### src/rtl/ccerr_cfg.svh
// Register offsets, field positions and reset values of the control channel
// error block. Assumes the 8-bit register address space of the hub's local
// serial target, which drives the read and write strobes.
`ifndef CCERR_CFG_SVH
`define CCERR_CFG_SVH

// -----------------------------------------------------------------------------
// Register offsets
// -----------------------------------------------------------------------------
`define CCERR_ADDR_ERR_CTL 8'h46
`define CCERR_ADDR_STATUS 8'h47
`define CCERR_ADDR_CAP 8'h4A
`define CCERR_ADDR_PORT_SEL 8'h4C

// -----------------------------------------------------------------------------
// Field positions
// -----------------------------------------------------------------------------
`define CCERR_BIT_SEQ 5
`define CCERR_BIT_CTRL_ERR 4
`define CCERR_BIT_CTRL_TO 3
`define CCERR_BIT_TGT_ERR 2
`define CCERR_BIT_TGT_TO 1
`define CCERR_BIT_RESP 0
`define CCERR_BIT_ENH 5
`define CCERR_BIT_ENC_CAP 4
`define CCERR_SEL_MSB 5

// -----------------------------------------------------------------------------
// Reset and fixed values
// -----------------------------------------------------------------------------
`define CCERR_RST_FLAGS 6'h00
`define CCERR_RST_ENH 1'b1
`define CCERR_RST_CAP 1'b0
`define CCERR_RST_SEL 6'h00
`define CCERR_PHYS_PORT_LOCAL 2'h0
`define CCERR_RSVD_STATUS 2'h0
`define CCERR_MAX_PORTS 4

`endif

### src/rtl/ccerr_pkg.sv
// Types shared by the control channel error block.
// Assumes at most four receive ports, as the port select layout allows.
package ccerr_pkg;

   // --------------------------------------------------------------------------
   // Per-port events from the control channel engine
   // --------------------------------------------------------------------------
   typedef struct packed {
      logic seq_err;
      logic crc_err;
      logic lock_err;
      logic ctrl_wait;
      logic tgt_wait;
      logic wdog_expire;
      logic resp_err;
      logic sts1_seq;
      logic enc_crc_err;
   } ccerr_evt_t;

   // --------------------------------------------------------------------------
   // Register request from the local serial target
   // --------------------------------------------------------------------------
   typedef struct packed {
      logic rd;
      logic wr;
      logic [7:0] addr;
      logic [7:0] wdata;
   } ccerr_req_t;

   // --------------------------------------------------------------------------
   // Port select register layout
   // --------------------------------------------------------------------------
   typedef struct packed {
      logic [1:0] rd_port;
      logic [3:0] wr_en;
   } ccerr_sel_t;

endpackage

### src/rtl/ccerr_top.sv
// Per-port control channel error status and link capability registers.
// Assumes a local serial target that issues single-cycle read and write
// strobes, and a channel engine that reports error events as one-cycle pulses.
`timescale 1ns/1ps
`include "ccerr_cfg.svh"

module ccerr_top #(
   parameter int NPORT = 4
) (
   // Clock, reset and freeze
   input wire logic i_core_clk,
   input wire logic i_nrst,
   input wire logic i_ce,
   // Register access
   input wire ccerr_pkg::ccerr_req_t i_req,
   output logic [7:0] o_rdata,
   output logic o_rd_valid,
   // Channel engine events, one entry per receive port
   input wire ccerr_pkg::ccerr_evt_t [NPORT-1:0] i_evt,
   // Controls back to the channel engine
   output logic [NPORT-1:0] o_enh_check_en,
   output logic [NPORT-1:0] o_enc_crc_flag
);
   import ccerr_pkg::*;

   // --------------------------------------------------------------------------
   // Elaboration check
   // --------------------------------------------------------------------------
   // Port select carries a two-bit read port and four write enables
   if (NPORT < 1 || NPORT > `CCERR_MAX_PORTS) begin : g_bad_nport
      $error("NPORT must lie between 1 and 4");
   end

   // --------------------------------------------------------------------------
   // Decoding helpers
   // --------------------------------------------------------------------------
   function automatic logic is_rd(input ccerr_req_t r, input logic [7:0] a);
      return r.rd && (r.addr == a);
   endfunction

   function automatic logic is_wr(input ccerr_req_t r, input logic [7:0] a);
      return r.wr && (r.addr == a);
   endfunction

   function automatic logic fwd_err(input ccerr_evt_t e);
      return e.seq_err | e.crc_err | e.lock_err;
   endfunction

   // --------------------------------------------------------------------------
   // State
   // --------------------------------------------------------------------------
   logic [5:0] flag_q [NPORT];
   logic [5:0] flag_d [NPORT];
   logic [5:0] set_v [NPORT];
   logic [NPORT-1:0] clr_hit;
   logic [NPORT-1:0] enh_q;
   logic [NPORT-1:0] enh_d;
   logic [NPORT-1:0] cap_q;
   logic [NPORT-1:0] cap_d;
   logic [NPORT-1:0] encf_q;
   logic [NPORT-1:0] encf_d;
   ccerr_sel_t sel_q;
   ccerr_sel_t sel_d;
   logic [7:0] rdata_q;
   logic [7:0] rdata_d;
   logic rvld_q;
   logic rvld_d;

   // --------------------------------------------------------------------------
   // Error flags
   // --------------------------------------------------------------------------
   always_comb begin
      for (int p = 0; p < NPORT; p++) begin
         set_v[p] = '0;
         if (enh_q[p]) begin
            set_v[p][`CCERR_BIT_SEQ] = i_evt[p].seq_err;
            set_v[p][`CCERR_BIT_CTRL_ERR] = i_evt[p].ctrl_wait & fwd_err(i_evt[p]);
            set_v[p][`CCERR_BIT_CTRL_TO] = i_evt[p].ctrl_wait & i_evt[p].wdog_expire;
            set_v[p][`CCERR_BIT_TGT_ERR] = i_evt[p].tgt_wait & fwd_err(i_evt[p]);
            set_v[p][`CCERR_BIT_RESP] = i_evt[p].resp_err;
         end
         // Target timeout is reported whatever the enhanced setting
         set_v[p][`CCERR_BIT_TGT_TO] = i_evt[p].tgt_wait & i_evt[p].wdog_expire;
         clr_hit[p] = is_rd(i_req, `CCERR_ADDR_STATUS) && (int'(sel_q.rd_port) == p);
         flag_d[p] = flag_q[p];
         if (clr_hit[p]) begin
            flag_d[p] = '0;
         end
         // Set after clear, so an event in the read cycle survives
         flag_d[p] = flag_d[p] | set_v[p];
         if (!enh_q[p]) begin
            flag_d[p][`CCERR_BIT_SEQ] = i_evt[p].sts1_seq;
            flag_d[p][`CCERR_BIT_CTRL_ERR] = 1'b0;
            flag_d[p][`CCERR_BIT_CTRL_TO] = 1'b0;
            flag_d[p][`CCERR_BIT_TGT_ERR] = 1'b0;
            flag_d[p][`CCERR_BIT_RESP] = 1'b0;
         end
      end
   end

   // --------------------------------------------------------------------------
   // Control and capability registers
   // --------------------------------------------------------------------------
   always_comb begin
      sel_d = sel_q;
      if (is_wr(i_req, `CCERR_ADDR_PORT_SEL)) begin
         sel_d = ccerr_sel_t'(i_req.wdata[`CCERR_SEL_MSB:0]);
      end
      for (int p = 0; p < NPORT; p++) begin
         enh_d[p] = enh_q[p];
         cap_d[p] = cap_q[p];
         // Broadcast write: every enabled port takes the same byte
         if (is_wr(i_req, `CCERR_ADDR_ERR_CTL) && sel_q.wr_en[p]) begin
            enh_d[p] = i_req.wdata[`CCERR_BIT_ENH];
         end
         if (is_wr(i_req, `CCERR_ADDR_CAP) && sel_q.wr_en[p]) begin
            cap_d[p] = i_req.wdata[`CCERR_BIT_ENC_CAP];
         end
         encf_d[p] = i_evt[p].enc_crc_err & cap_q[p];
      end
   end

   // --------------------------------------------------------------------------
   // Read data
   // --------------------------------------------------------------------------
   always_comb begin
      rvld_d = i_req.rd;
      rdata_d = '0;
      if (is_rd(i_req, `CCERR_ADDR_PORT_SEL)) begin
         rdata_d = {`CCERR_PHYS_PORT_LOCAL, sel_q};
      end
      for (int p = 0; p < NPORT; p++) begin
         if (i_req.rd && (int'(sel_q.rd_port) == p)) begin
            if (i_req.addr == `CCERR_ADDR_STATUS) begin
               rdata_d = {`CCERR_RSVD_STATUS, flag_q[p]};
            end
            if (i_req.addr == `CCERR_ADDR_ERR_CTL) begin
               rdata_d[`CCERR_BIT_ENH] = enh_q[p];
            end
            if (i_req.addr == `CCERR_ADDR_CAP) begin
               rdata_d[`CCERR_BIT_ENC_CAP] = cap_q[p];
            end
         end
      end
   end

   // --------------------------------------------------------------------------
   // Registers
   // --------------------------------------------------------------------------
   always_ff @(posedge i_core_clk) begin
      if (!i_nrst) begin
         for (int p = 0; p < NPORT; p++) begin
            flag_q[p] <= `CCERR_RST_FLAGS;
         end
         enh_q <= {NPORT{`CCERR_RST_ENH}};
         cap_q <= {NPORT{`CCERR_RST_CAP}};
         encf_q <= '0;
         sel_q <= ccerr_sel_t'(`CCERR_RST_SEL);
         rdata_q <= '0;
         rvld_q <= 1'b0;
      end else if (i_ce) begin
         for (int p = 0; p < NPORT; p++) begin
            flag_q[p] <= flag_d[p];
         end
         enh_q <= enh_d;
         cap_q <= cap_d;
         encf_q <= encf_d;
         sel_q <= sel_d;
         rdata_q <= rdata_d;
         rvld_q <= rvld_d;
      end
   end

   assign o_rdata = rdata_q;
   assign o_rd_valid = rvld_q;
   // The engine stops detecting and terminating on errors while this is low
   assign o_enh_check_en = enh_q;
   assign o_enc_crc_flag = encf_q;

   for (genvar g = 0; g < NPORT; g++) begin : g_chk

   end
endmodule

### config.mk
export PLATFORM = sky130hd
export DESIGN_NAME = ccerr_top
export DESIGN_NICKNAME = d
export VERILOG_FILES = /design/src/rtl/ccerr_pkg.sv /design/src/rtl/ccerr_top.sv
export VERILOG_INCLUDE_DIRS = /design/src /design/src/rtl
export SDC_FILE = /design/constraint.sdc
export NUM_CORES = 1
export LEC_CHECK = 0
export BUFFER_PORTS_ARGS = -buffer_cell sky130_fd_sc_hd__buf_2
export CORE_UTILIZATION = 45
export DETAILED_ROUTE_END_ITERATION = 8
export PLACE_DENSITY = 0.7
export SYNTH_ARGS = -nofsm -noshare
export SYNTH_HDL_FRONTEND = slang
export SYNTH_SLANG_ARGS = --single-unit
### constraint.sdc
create_clock -name i_core_clk -period 1.8 [get_ports i_core_clk]
set_input_delay 0.09 -clock i_core_clk [delete_from_list [all_inputs] [get_ports i_core_clk]]
set_output_delay 0.09 -clock i_core_clk [all_outputs]
set_load 0.01 [all_outputs]
== Word-level counts from Yosys, hierarchy flattened ==
Memories as Yosys holds them, arrays and structs flattened.
Index checks and enable logic that the tools add are counted.

* Shift-type cells: 0
* Divide/modulo/power cells: 0
* Equal/unequal tests: 7
* Multipliers: 0
* $lt $le $gt $ge: 0
* Mux-type cells: 45
* Reductions and logical operators: 31
* Bitwise operators: 36
* $add $sub $neg: 0

{| class="wikitable"
|+ Operators by type and width
! cell !! number
|-
| 8-bit 2-to-1 mux || 8
|-
| 6-bit 2-to-1 mux || 9
|-
| 8-bit by 7-bit == test with 1-bit output (second input constant) || 4
|-
| 4-bit 2-to-1 mux || 8
|-
| 6-bit bitwise OR || 4
|-
| 1-bit logical AND || 21
|-
| 1-bit AND || 20
|-
| 1-bit 2-to-1 mux || 20
|-
| 2-bit AND reduction || 9
|-
| 1-bit bitwise OR || 12
|-
| 2-bit == test (second input constant) || 2
|-
| 2-bit by 1-bit == test with 1-bit output (second input constant) || 1
|-
| 2-bit logical NOT || 1
|}

* Register bits: 27
* Bits in read-only memories: 0
* Memories kept: 1
* Memory bits (writable): 24
* Word-level logic and storage cells: 133
* Bits in latches: 0
* Bits of input ports: 57

{| class="wikitable"
|+ Memory list
! name !! depth !! width !! rd ports !! clocked after memory_dff !! wr ports !! RTL line !! RTL
|-
| flag_q || 4 || 6 || 4 || 0 || 4 || ccerr_top.sv:52 || <nowiki>logic [5:0] flag_q [NPORT];</nowiki>
|}

== Logic depth before layout (Yosys ltp) ==
Gate-level depths: netlist (run 1).

* Word-level depth: 15
* Gate-level depth with buffers: 6
* Mapped depth without buffers: 5

== Worst setup path before layout (run 1) ==
Ideal clock, no wire load.

* Path kind: input-to-reg
* Start: input i_ce
* End: memory flag_q[0][0] (enable)
* Path slack: 138 ps
* Data required time: 1416 ps
* Buffers on the path: 2
* Library setup time: 384 ps
* Data arrival time: 1278 ps
* Cell stages on the path: 3
* Cells stage by stage: clkbuf_1 > clkbuf_1 > nand2b_1

{| class="wikitable"
|+ RTL lines
! what !! RTL line !! RTL
|-
| start: declaration || ccerr_top.sv:13 || <nowiki>input wire logic i_ce,</nowiki>
|-
| end: declaration || ccerr_top.sv:52 ||
|}

==> results.toml, run 1 <==
[outcome]
outcome = "finished clean"

[floorplan]
dieArea_um2 = 6323
ios = 74
core_area_um2 = 5642
initial_utilization = 0.4793
rows = 27
die_w_um = 79.52
fp.dieH_um = 79.52

[cts]
cts_tree = "yes"
postCtsSetupRepairBufs = 0
cts_resized = 0
cts-htree-levels = 2
cts_made_buffers = 5
cts_root_buf = "clkbuf_8"
cts_num_sinks = 49
clkSlewWorstSetupHoldPaths_ns = 0.09
ctsHoldBuffers = 0
clk_path_buf_depth = 2
clock_latency_ns = 0.30

[yosys]
yosys-top-cells-count = "31 x nor2_1, 27 x nand2_1, 25 x dfxtp_1, 24 x edfxtp_1, 20 x a22oi_1"
yosysWarnings = 0
ys_ff_latch = 49
syn_area_per_cell_um2 = 9.388
synth_edf_count = 24
synth_ff_type = "dfxtp_1"
synth_area_leaders = "edfxtp_1 27%, dfxtp_1 19%, mux2i_1 7.0%"
synth_top_area_share = 0.2665
synth_cell_types = 46
yosysSeqAreaShare = 0.4516
syn-instance-count = 288
async_flop_share = 0
synth_most_common_cell = "nor2_1"
synth_area_um2 = 2704
synth_top_area_cell = "edfxtp_1"

[critical_path]
worstSetupStartpoint = "sel_q[5]$_SDFFE_PN0P_"
rr_worst_depth = 4
critical_path_class = "reg2reg"
worstReg2RegEnd = "flag_q[3][2]$_SDFFCE_PN0P_"
reg2reg_slack_ns = 0.19
reg2reg_from = "sel_q[5]$_SDFFE_PN0P_"
critPathMaxFanout = 16
cp_data_arrival_time_ns = 1.66
cp-end-kind = "flip-flop"
start_kind = "flip-flop"
crit_required_ns = 1.86
endpoint = "flag_q[3][2]$_SDFFCE_PN0P_"

[timing]
period_minus_slack_ns = 1.607
hold_viol_final = 0
whs_ns = 0.04247
setup_ws_ns = 0.1930
fin_skew_ns = 0.005077
setup_viol = 0
timing.final.crit_share = 0.8928
fmax_ghz = 0.6223
slew_violations = 0
rsz0062_at_grt = "no"

[drt]
drtPass1Iterations = 5
viasPerCell = 5.749
vias = 2501
drt.antenna.violating_nets = 0
drtIter0Drc = 211
wl_um = 7100
drc_errors = 0
wl_per_cell_um = 16.32

[power]
comb_power_share = 0.113
pwr_density_cell_nw_per_um2 = 656.7
power_mw = 2.136
p_leak_nw = 1.300
switching_share = 0.2476
p_int_mw = 1.607
pwr-share-clk = 0.300
vdd_drop_max_mv = 0.3690
switching_power_mw = 0.5290
p_seq_frac = 0.587

[grt]
grt_pass1_vias = 2343
gr-usage-met3 = 0.04114
grtUsageTotal = 0.2364
grt_overflow = 0
grt_pass1_wl_um = 11510
grt_max_degree = 25
antenna_found_initial = 0
grtUsageMet2 = 0.3675
grt-busiest-layer = "met2"
grt_use_met1 = 0.3271

[cells_and_area]
syn_to_final_growth_pct = 20.31
drive_gt1_frac = 0.2645
fin_cells = 435
final_nets = 419
antennaDiodeCount = 0
utilization = 0.5766

[worst_hold_path]
hp-class = "in2reg"

[placed_design]
gp_congestion = 0.9370
port_buffers = 69
pre_cts_ws_ns = -0.03650
placedCellCount = 427
dp_hpwl_um = 5310

[flow_run]
maxCapViolations = 0
[layout by cell type (no fill, tap or decap), types with 2 or more instances in the layout]
master / count
clkbuf_1: 3
nand3_1: 11
o22ai_1: 6
o32ai_1: 2
buf_4: 12
or3_1: 4
a21oi_1: 17
edfxtp_1: 24
nand2b_1: 7
a31oi_1: 4
a22oi_1: 20
a21boi_0: 6
dfxtp_1: 25
clkbuf_8: 5
o2bb2ai_1: 4
nor3_1: 3
nor2_1: 31
conb_1: 2
and4bb_2: 2
nor2b_1: 14
and3_1: 2
nand3b_1: 3
nor3b_1: 2
o21ai_0: 11
nand2_1: 27
inv_1: 8
mux2i_1: 19
o221ai_1: 2
buf_2: 69
[registers in the layout, indices dropped and copies added (netlist names)]
name	count
sel_q	6
flag_q	24
o_enc_crc_flag	4
o_enh_check_en	4
o_rdata	6
o_rd_valid	1
cap_q	4
[layout make-up]
type                       instances  area [µm²]
inverter                           8       30.03
fill                             519        2389
timing repair buffer              82       455.4
multi-input combinational        216        1376
tap                               72       90.09
clock buffer                       8       80.08
sequential                        49        1221
[worst min-delay path by stage]
stage                         start                             end  cells after the start
after detailed placement   i_req[1]           sel_q[1]$_SDFFE_PN0P_                      3
after CTS                  i_req[1]           sel_q[1]$_SDFFE_PN0P_                      3
after global routing      i_evt[27]  o_enc_crc_flag[3]$_SDFFE_PN0P_                      3
after floorplan            i_req[5]  o_enh_check_en[0]$_SDFFE_PN1P_                      2
after global placement     i_req[3]           sel_q[3]$_SDFFE_PN0P_                      3
final                      i_req[1]           sel_q[1]$_SDFFE_PN0P_                      3
[metal layers]
metal	share of wire	wire length (µm)
met3	0.064	452
met5	0	0
met1	0.46	3269
met2	0.46	3286
met4	0.013	91
[cell families after synthesis]
| group | Yosys count | synth area share |
|---|---|---|
| muxes | 19 | 0.07034 |
| AOI/OAI and AO/OA | 78 | 0.1925 |
| other | 1 | 0.001387 |
| DFF | 49 | 0.4516 |
| buffers and inverters | 24 | 0.04072 |
| and+or+nand+nor | 117 | 0.2434 |
[power by group through the flow]
stage	Combinational (mW)	Clock, mW	Sequential, mW
floorplan	0.137	0	1.26
global placement	0.236	0	1.28
detailed placement	0.241	0	1.28
CTS	0.243	0.639	1.25
global route	0.270	0.680	1.26
finish	0.242	0.640	1.25
[per-stage QoR]
step | cell area [µm²] | setup TNS, ns
4_1_cts | 3253 | 0
5_1_grt | 3253 | 0
6_report | 3253 | 0
3_3_place_gp | 3173 | 0
2_1_floorplan | 2708 | 0
3_5_place_dp | 3173 | -0.05477
[worst max-delay path, cell delays in order (launching register included)]
cell and delay (ns):
dfxtp_1 0.61, and3_1 0.24, nand2_1 0.19, a22oi_1 0.25
nor2_1 0.06
Power figures use the tool's default switching activity.
==> run 2, diff against run 1 <==
Settings changed: ABC_AREA set to 1, GPL_ROUTABILITY_DRIVEN set to 0, PLACE_DENSITY 0.7 to 0.71.
==> run 2 against run 1 <==
Sequential share of layout area rose by 0.82 points. Wire length fell by 9.3%. Area after synthesis fell by 2.9%. Worst setup slack improved by 0.0084 ns. Clock power rose by 19%. Largest power group unchanged. Register-to-register slack barely moved. Critical endpoint is now flag_q[2][0]$_SDFFCE_PN0P_. Flip-flop and latch count did not move.
==> results.toml, run 2 <==
[outcome]
outcome = "finished clean"

[yosys]
synth_area_um2 = 2626
synth_area_leaders = "edfxtp_1 27%, dfxtp_1 19%, nand2_1 14%"
yosys-top-cells-count = "101 x nand2_1, 41 x inv_1, 35 x a21oi_1, 26 x nor2_1, 25 x dfxtp_1"
yosysSeqAreaShare = 0.4650
synth_ff_type = "dfxtp_1"
syn_area_per_cell_um2 = 7.547
async_flop_share = 0
synth_cell_types = 29
synth_most_common_cell = "nand2_1"
syn-instance-count = 348
synth_edf_count = 24
ys_ff_latch = 49
synth_top_area_share = 0.2744
synth_top_area_cell = "edfxtp_1"
yosysWarnings = 0

[cells_and_area]
final_common_cell = "nand2_1"
largest_reg_flops = 24
mostFrequentLayoutCells = "101 x nand2_1, 69 x buf_2, 41 x inv_1, 35 x a21oi_1, 26 x nor2_1"
register_area_um2 = 1222
multi_input_area_um2 = 1179
regMostFlops = "flag_q"
final_nets = 482
fin_cells = 498
syn_to_final_growth_pct = 21.34
drive_gt1_frac = 0.2418
fillers = 563
antennaDiodeCount = 0
utilization = 0.5717

[grt]
grt_pass1_vias = 2329
grt_pass1_wl_um = 10510
grtUsageTotal = 0.2209
antenna_found_initial = 0
grt_overflow = 0
grt_max_degree = 25

[drt]
wl_um = 6441
viasPerCell = 5.155
vias = 2567
drc_errors = 0
drtIter0Drc = 132
drt.antenna.violating_nets = 0
drtPass1Iterations = 4
wl_per_cell_um = 12.93

[power]
vdd_drop_max_mv = 0.3316
p_seq_frac = 0.563
pwr_density_cell_nw_per_um2 = 692.3
comb_power_share = 0.092
switching_power_mw = 0.4913
power_mw = 2.206
p_int_mw = 1.715
switching_share = 0.2227
pwr-share-clk = 0.345
p_leak_nw = 1.475

[flow_run]
maxCapViolations = 0

[worst_hold_path]
hp-class = "in2reg"

[critical_path]
crit_required_ns = 1.86
cp_data_arrival_time_ns = 1.65
critPathMaxFanout = 6
reg2reg_slack_ns = 0.20
critical_path_class = "reg2reg"
cp-end-kind = "flip-flop"
start_kind = "flip-flop"

[cts]
cts-htree-levels = 2
clock_latency_ns = 0.30
clk_path_buf_depth = 2
cts_num_sinks = 49
cts_tree = "yes"
ctsHoldBuffers = 0
clkSlewWorstSetupHoldPaths_ns = 0.08
cts_made_buffers = 5
cts_root_buf = "clkbuf_8"

[floorplan]
fp.dieH_um = 78.40
ios = 74
die_w_um = 78.40
dieArea_um2 = 6146
rows = 27
initial_utilization = 0.4712
core_area_um2 = 5574

[timing]
fmax_ghz = 0.6255
hold_viol_final = 0
rsz0062_at_grt = "no"
fin_skew_ns = 0.004619
finalSetupTns_ns = 0
slew_violations = 0
whs_ns = 0.03890
timing.final.crit_share = 0.8881
period_minus_slack_ns = 1.599
setup_viol = 0

[placed_design]
port_buffers = 69
dp_hpwl_um = 5004
placedCellCount = 490
## run 2: final cells by class
class | count | share of cell area
clock buffers | 6 | 0.02277
well taps | 72 | 0.02827
inverters | 45 | 0.05300
multi-input cells | 245 | 0.3698
repair buffers | 79 | 0.1319
flip-flops and latches | 49 | 0.3836
clock inverters | 2 | 0.01060
## run 2: power by group through the flow
stage          Combinational, mW  Clock (mW)  Sequential (mW)
3_3_place_gp               0.199           0             1.27
3_5_place_dp               0.204           0             1.27
6_report                   0.203       0.761             1.24
2_1_floorplan              0.106           0             1.26
4_1_cts                    0.205       0.784             1.24
5_1_grt                    0.231       0.818             1.25
## run 2: critical path, stage by stage, from the launching register on
cell and delay [ns]:
dfxtp_1 0.44, nand2_1 0.14, nor2_1 0.14, inv_1 0.10, nor2_1 0.19, inv_1 0.15
a21oi_1 0.15, nor2_1 0.05
## run 2: timing repair
item / 4_1_cts / 5_1_grt
buffers inserted: 0 / 0
resized for setup: 0 / 1
endpoints found under the setup margin: 0 / 1
## run 2: metrics by stage
step,cell area (µm²),worst slack [ns]
5_1_grt,3187,0.05099
3_3_place_gp,3079,0.1858
6_report,3187,0.2014
4_1_cts,3186,0.1630
3_5_place_dp,3079,0.1724
2_1_floorplan,2630,0.3380
## run 2: worst paths after layout
path | startpoint | to | cells after the start
max | sel_q[5]$_SDFFE_PN0P_ | flag_q[2][0]$_SDFFCE_PN0P_ | 7
min | i_evt[27] | o_enc_crc_flag[3]$_SDFFE_PN0P_ | 2
max reg2reg | sel_q[5]$_SDFFE_PN0P_ | flag_q[2][0]$_SDFFCE_PN0P_ | 7
min reg2reg | o_rdata[3]$_SDFFE_PN0P_ | o_rdata[3]$_SDFFE_PN0P_ | 2
## run 2: cell families after synthesis
kind of cell,Yosys count,share of synthesized area
buf+inv,55,0.08766
flops,49,0.4650
simple gates,161,0.2663
other cells,1,0.001428
compound gates,82,0.1796
## run 2: per-layer routing
layer,vias to the layer above,routed length (µm),global-route usage
li1,1316,-,-
met3,8,378,0.03605
met2,80,3031,0.3667
met5,-,0,0
met4,0,73,0.06296
met1,1163,2957,0.2966
==> run 3, diff against run 2 <==
Settings changed: HOLD_SLACK_MARGIN set to 0.15, RECOVER_POWER set to 25.
==> run 3 against run 2 <==
Cell count up 4.0%. Critical endpoint is now o_rdata[0]$_SDFFE_PN0P_. Final area up 5.5%. Non-clock buffer count up 20. First-iteration DRC count up 1.5%. Via count up 4.1%. Hold slack better by 0.11 ns. Sequential share of layout area down 2.0 points. Critical path type is now in2reg. Fmax down 1.1%. Die area unchanged. Core utilization up 3.2 points. Highest routed layer unchanged. Largest cell class unchanged.
==> results.toml, run 3 (synthesis results as in run 2) <==
[grt]
grt_overflow = 0
grt_max_degree = 25
antenna_found_initial = 0
grt_pass1_vias = 2447
grtUsageTotal = 0.2306
grt_pass1_wl_um = 10980

[critical_path]
cp-end-kind = "flip-flop"
critPathMostFrequentCell = "o21ai_0"
cp_num_buf_inv = 3
path_cells = "dlygate4sd3_1 -> buf_4 -> nand2_4 -> nor2_4 -> nand2_2 -> inv_1 -> a21oi_1 -> o21ai_0 -> o21ai_0 -> nand3_1 -> o211ai_1 -> nand2_1"
start_kind = "input port"
reg2reg_slack_ns = 0.19
crit_required_ns = 2.00
worstReg2RegEnd = "flag_q[2][0]$_SDFFCE_PN0P_"
crit_family = "buffers and inverters"
crit_slowest_cell = "dlygate4sd3_1"
cp_data_arrival_time_ns = 1.81
slowest_delay_ns = 0.54
critical_path_class = "in2reg"
rr_worst_depth = 7
critPathMaxFanout = 8
reg2reg_from = "sel_q[5]$_SDFFE_PN0P_"

[timing]
whs_ns = 0.1530
hold_viol_final = 0
fin_skew_ns = 0.003794
timing.final.crit_share = 0.8983
fmax_ghz = 0.6185
period_minus_slack_ns = 1.617
setup_viol = 0
slew_violations = 0

[floorplan]
initial_utilization = 0.4712
fp.dieH_um = 78.40
rows = 27
dieArea_um2 = 6146
core_area_um2 = 5574
die_w_um = 78.40
ios = 74

[cells_and_area]
final_nets = 502
antennaDiodeCount = 0
mostFrequentLayoutCells = "101 x nand2_1, 52 x buf_2, 42 x inv_1, 35 x a21oi_1, 27 x nor2_1"
drive_gt1_frac = 0.1883
final_common_cell = "nand2_1"
fillers = 552
register_area_um2 = 1222
syn_to_final_growth_pct = 28.06
regMostFlops = "flag_q"
largest_reg_flops = 24
utilization = 0.6034
multi_input_area_um2 = 1176

[drt]
drtIter0Drc = 134
drtPass1Iterations = 5
wl_um = 6713
drc_errors = 0
viasPerCell = 5.158
drt.antenna.violating_nets = 0
vias = 2672
wl_per_cell_um = 12.96

[worst_hold_path]
min_path_cells = 3
min_to = "flag_q[0][3]$_SDFFCE_PN0P_"
hold_start = "i_evt[3]"
hp-class = "in2reg"

[power]
switching_power_mw = 0.4998
p_leak_nw = 1.503
p_seq_frac = 0.555
power_mw = 2.240
pwr-share-clk = 0.341
comb_power_share = 0.105
p_int_mw = 1.741
switching_share = 0.2231
vdd_drop_max_mv = 0.3542
pwr_density_cell_nw_per_um2 = 666.1

[cts]
cts_num_sinks = 49
clkSlewWorstSetupHoldPaths_ns = 0.08
cts_tree = "yes"
cts-htree-levels = 2
cts_root_buf = "clkbuf_8"
clk_path_buf_depth = 2
clock_latency_ns = 0.30
postCtsSetupRepairBufs = 0
cts_made_buffers = 5

[placed_design]
port_buffers = 69
dp_hpwl_um = 5004

[flow_run]
maxCapViolations = 0

[outcome]
outcome = "finished clean"
[run 3: changes by cell type in the layout (fill, tap and decap cells not counted)]
cell	change
buf_2	-17
clkbuf_1	+17
dlygate4sd3_1	+20
inv_1	+1
inv_2	-1
nor2_1	+1
nor2_2	-1
[run 3: what timing repair did]
item	4_1_cts	5_1_grt
setup endpoints to repair	0	2
hold buffers	20	0
endpoints found under the hold margin	25	0
resized for setup	0	2
[run 3: area by class of cell]
class | instances | area share
flip-flops and latches | 49 | 0.3635
multi-input cells | 245 | 0.3497
repair buffers | 99 | 0.1782
inverters | 45 | 0.05022
well taps | 72 | 0.02679
clock buffers | 6 | 0.02158
clock inverters | 2 | 0.01004
[run 3: power by group through the flow]
stage          clock network [mW]  logic, mW  registers, mW
3_3_place_gp                    0      0.199           1.27
4_1_cts                     0.784      0.235           1.24
5_1_grt                     0.818      0.265           1.25
2_1_floorplan                   0      0.106           1.26
6_report                    0.763      0.235           1.24
3_5_place_dp                    0      0.204           1.27
[run 3: metal layers]
layer,global-route usage,share of wire
met3,0.03605,0.057
met2,0.3904,0.48
met1,0.3025,0.44
met5,0,0
met4,0.07037,0.014
[run 3: worst max path at each step]
stage / startpoint / to / slack, ns / cells after the start
2_1_floorplan: sel_q[5]$_SDFFE_PN0P_ / flag_q[3][0]$_SDFFCE_PN0P_ / 0.34 / 8
3_3_place_gp: sel_q[4]$_SDFFE_PN0P_ / flag_q[3][0]$_SDFFCE_PN0P_ / 0.19 / 7
3_5_place_dp: i_req[8] / o_rdata[4]$_SDFFE_PN0P_ / 0.17 / 17
4_1_cts: sel_q[4]$_SDFFE_PN0P_ / o_rdata[4]$_SDFFE_PN0P_ / 0.16 / 15
5_1_grt: i_req[17] / o_rdata[5]$_SDFFE_PN0P_ / -0.004 / 15
6_report: i_req[17] / o_rdata[0]$_SDFFE_PN0P_ / 0.18 / 12
[run 3: tightest hold or removal path: stages]
cell and delay (ns):
buf_2 0.08, nand2_1 0.05, a21oi_1 0.12
[run 3: metrics by stage]
stage,area (µm²),setup TNS (ns),setup slack [ns],instances
4_1_cts,3386,0,0.1630,518
5_1_grt,3363,-0.003853,-0.003853,518
6_report,3363,0,0.1831,518
2_1_floorplan,2630,0,0.3380,349
3_5_place_dp,3079,0,0.1724,490
3_3_place_gp,3079,0,0.1858,490
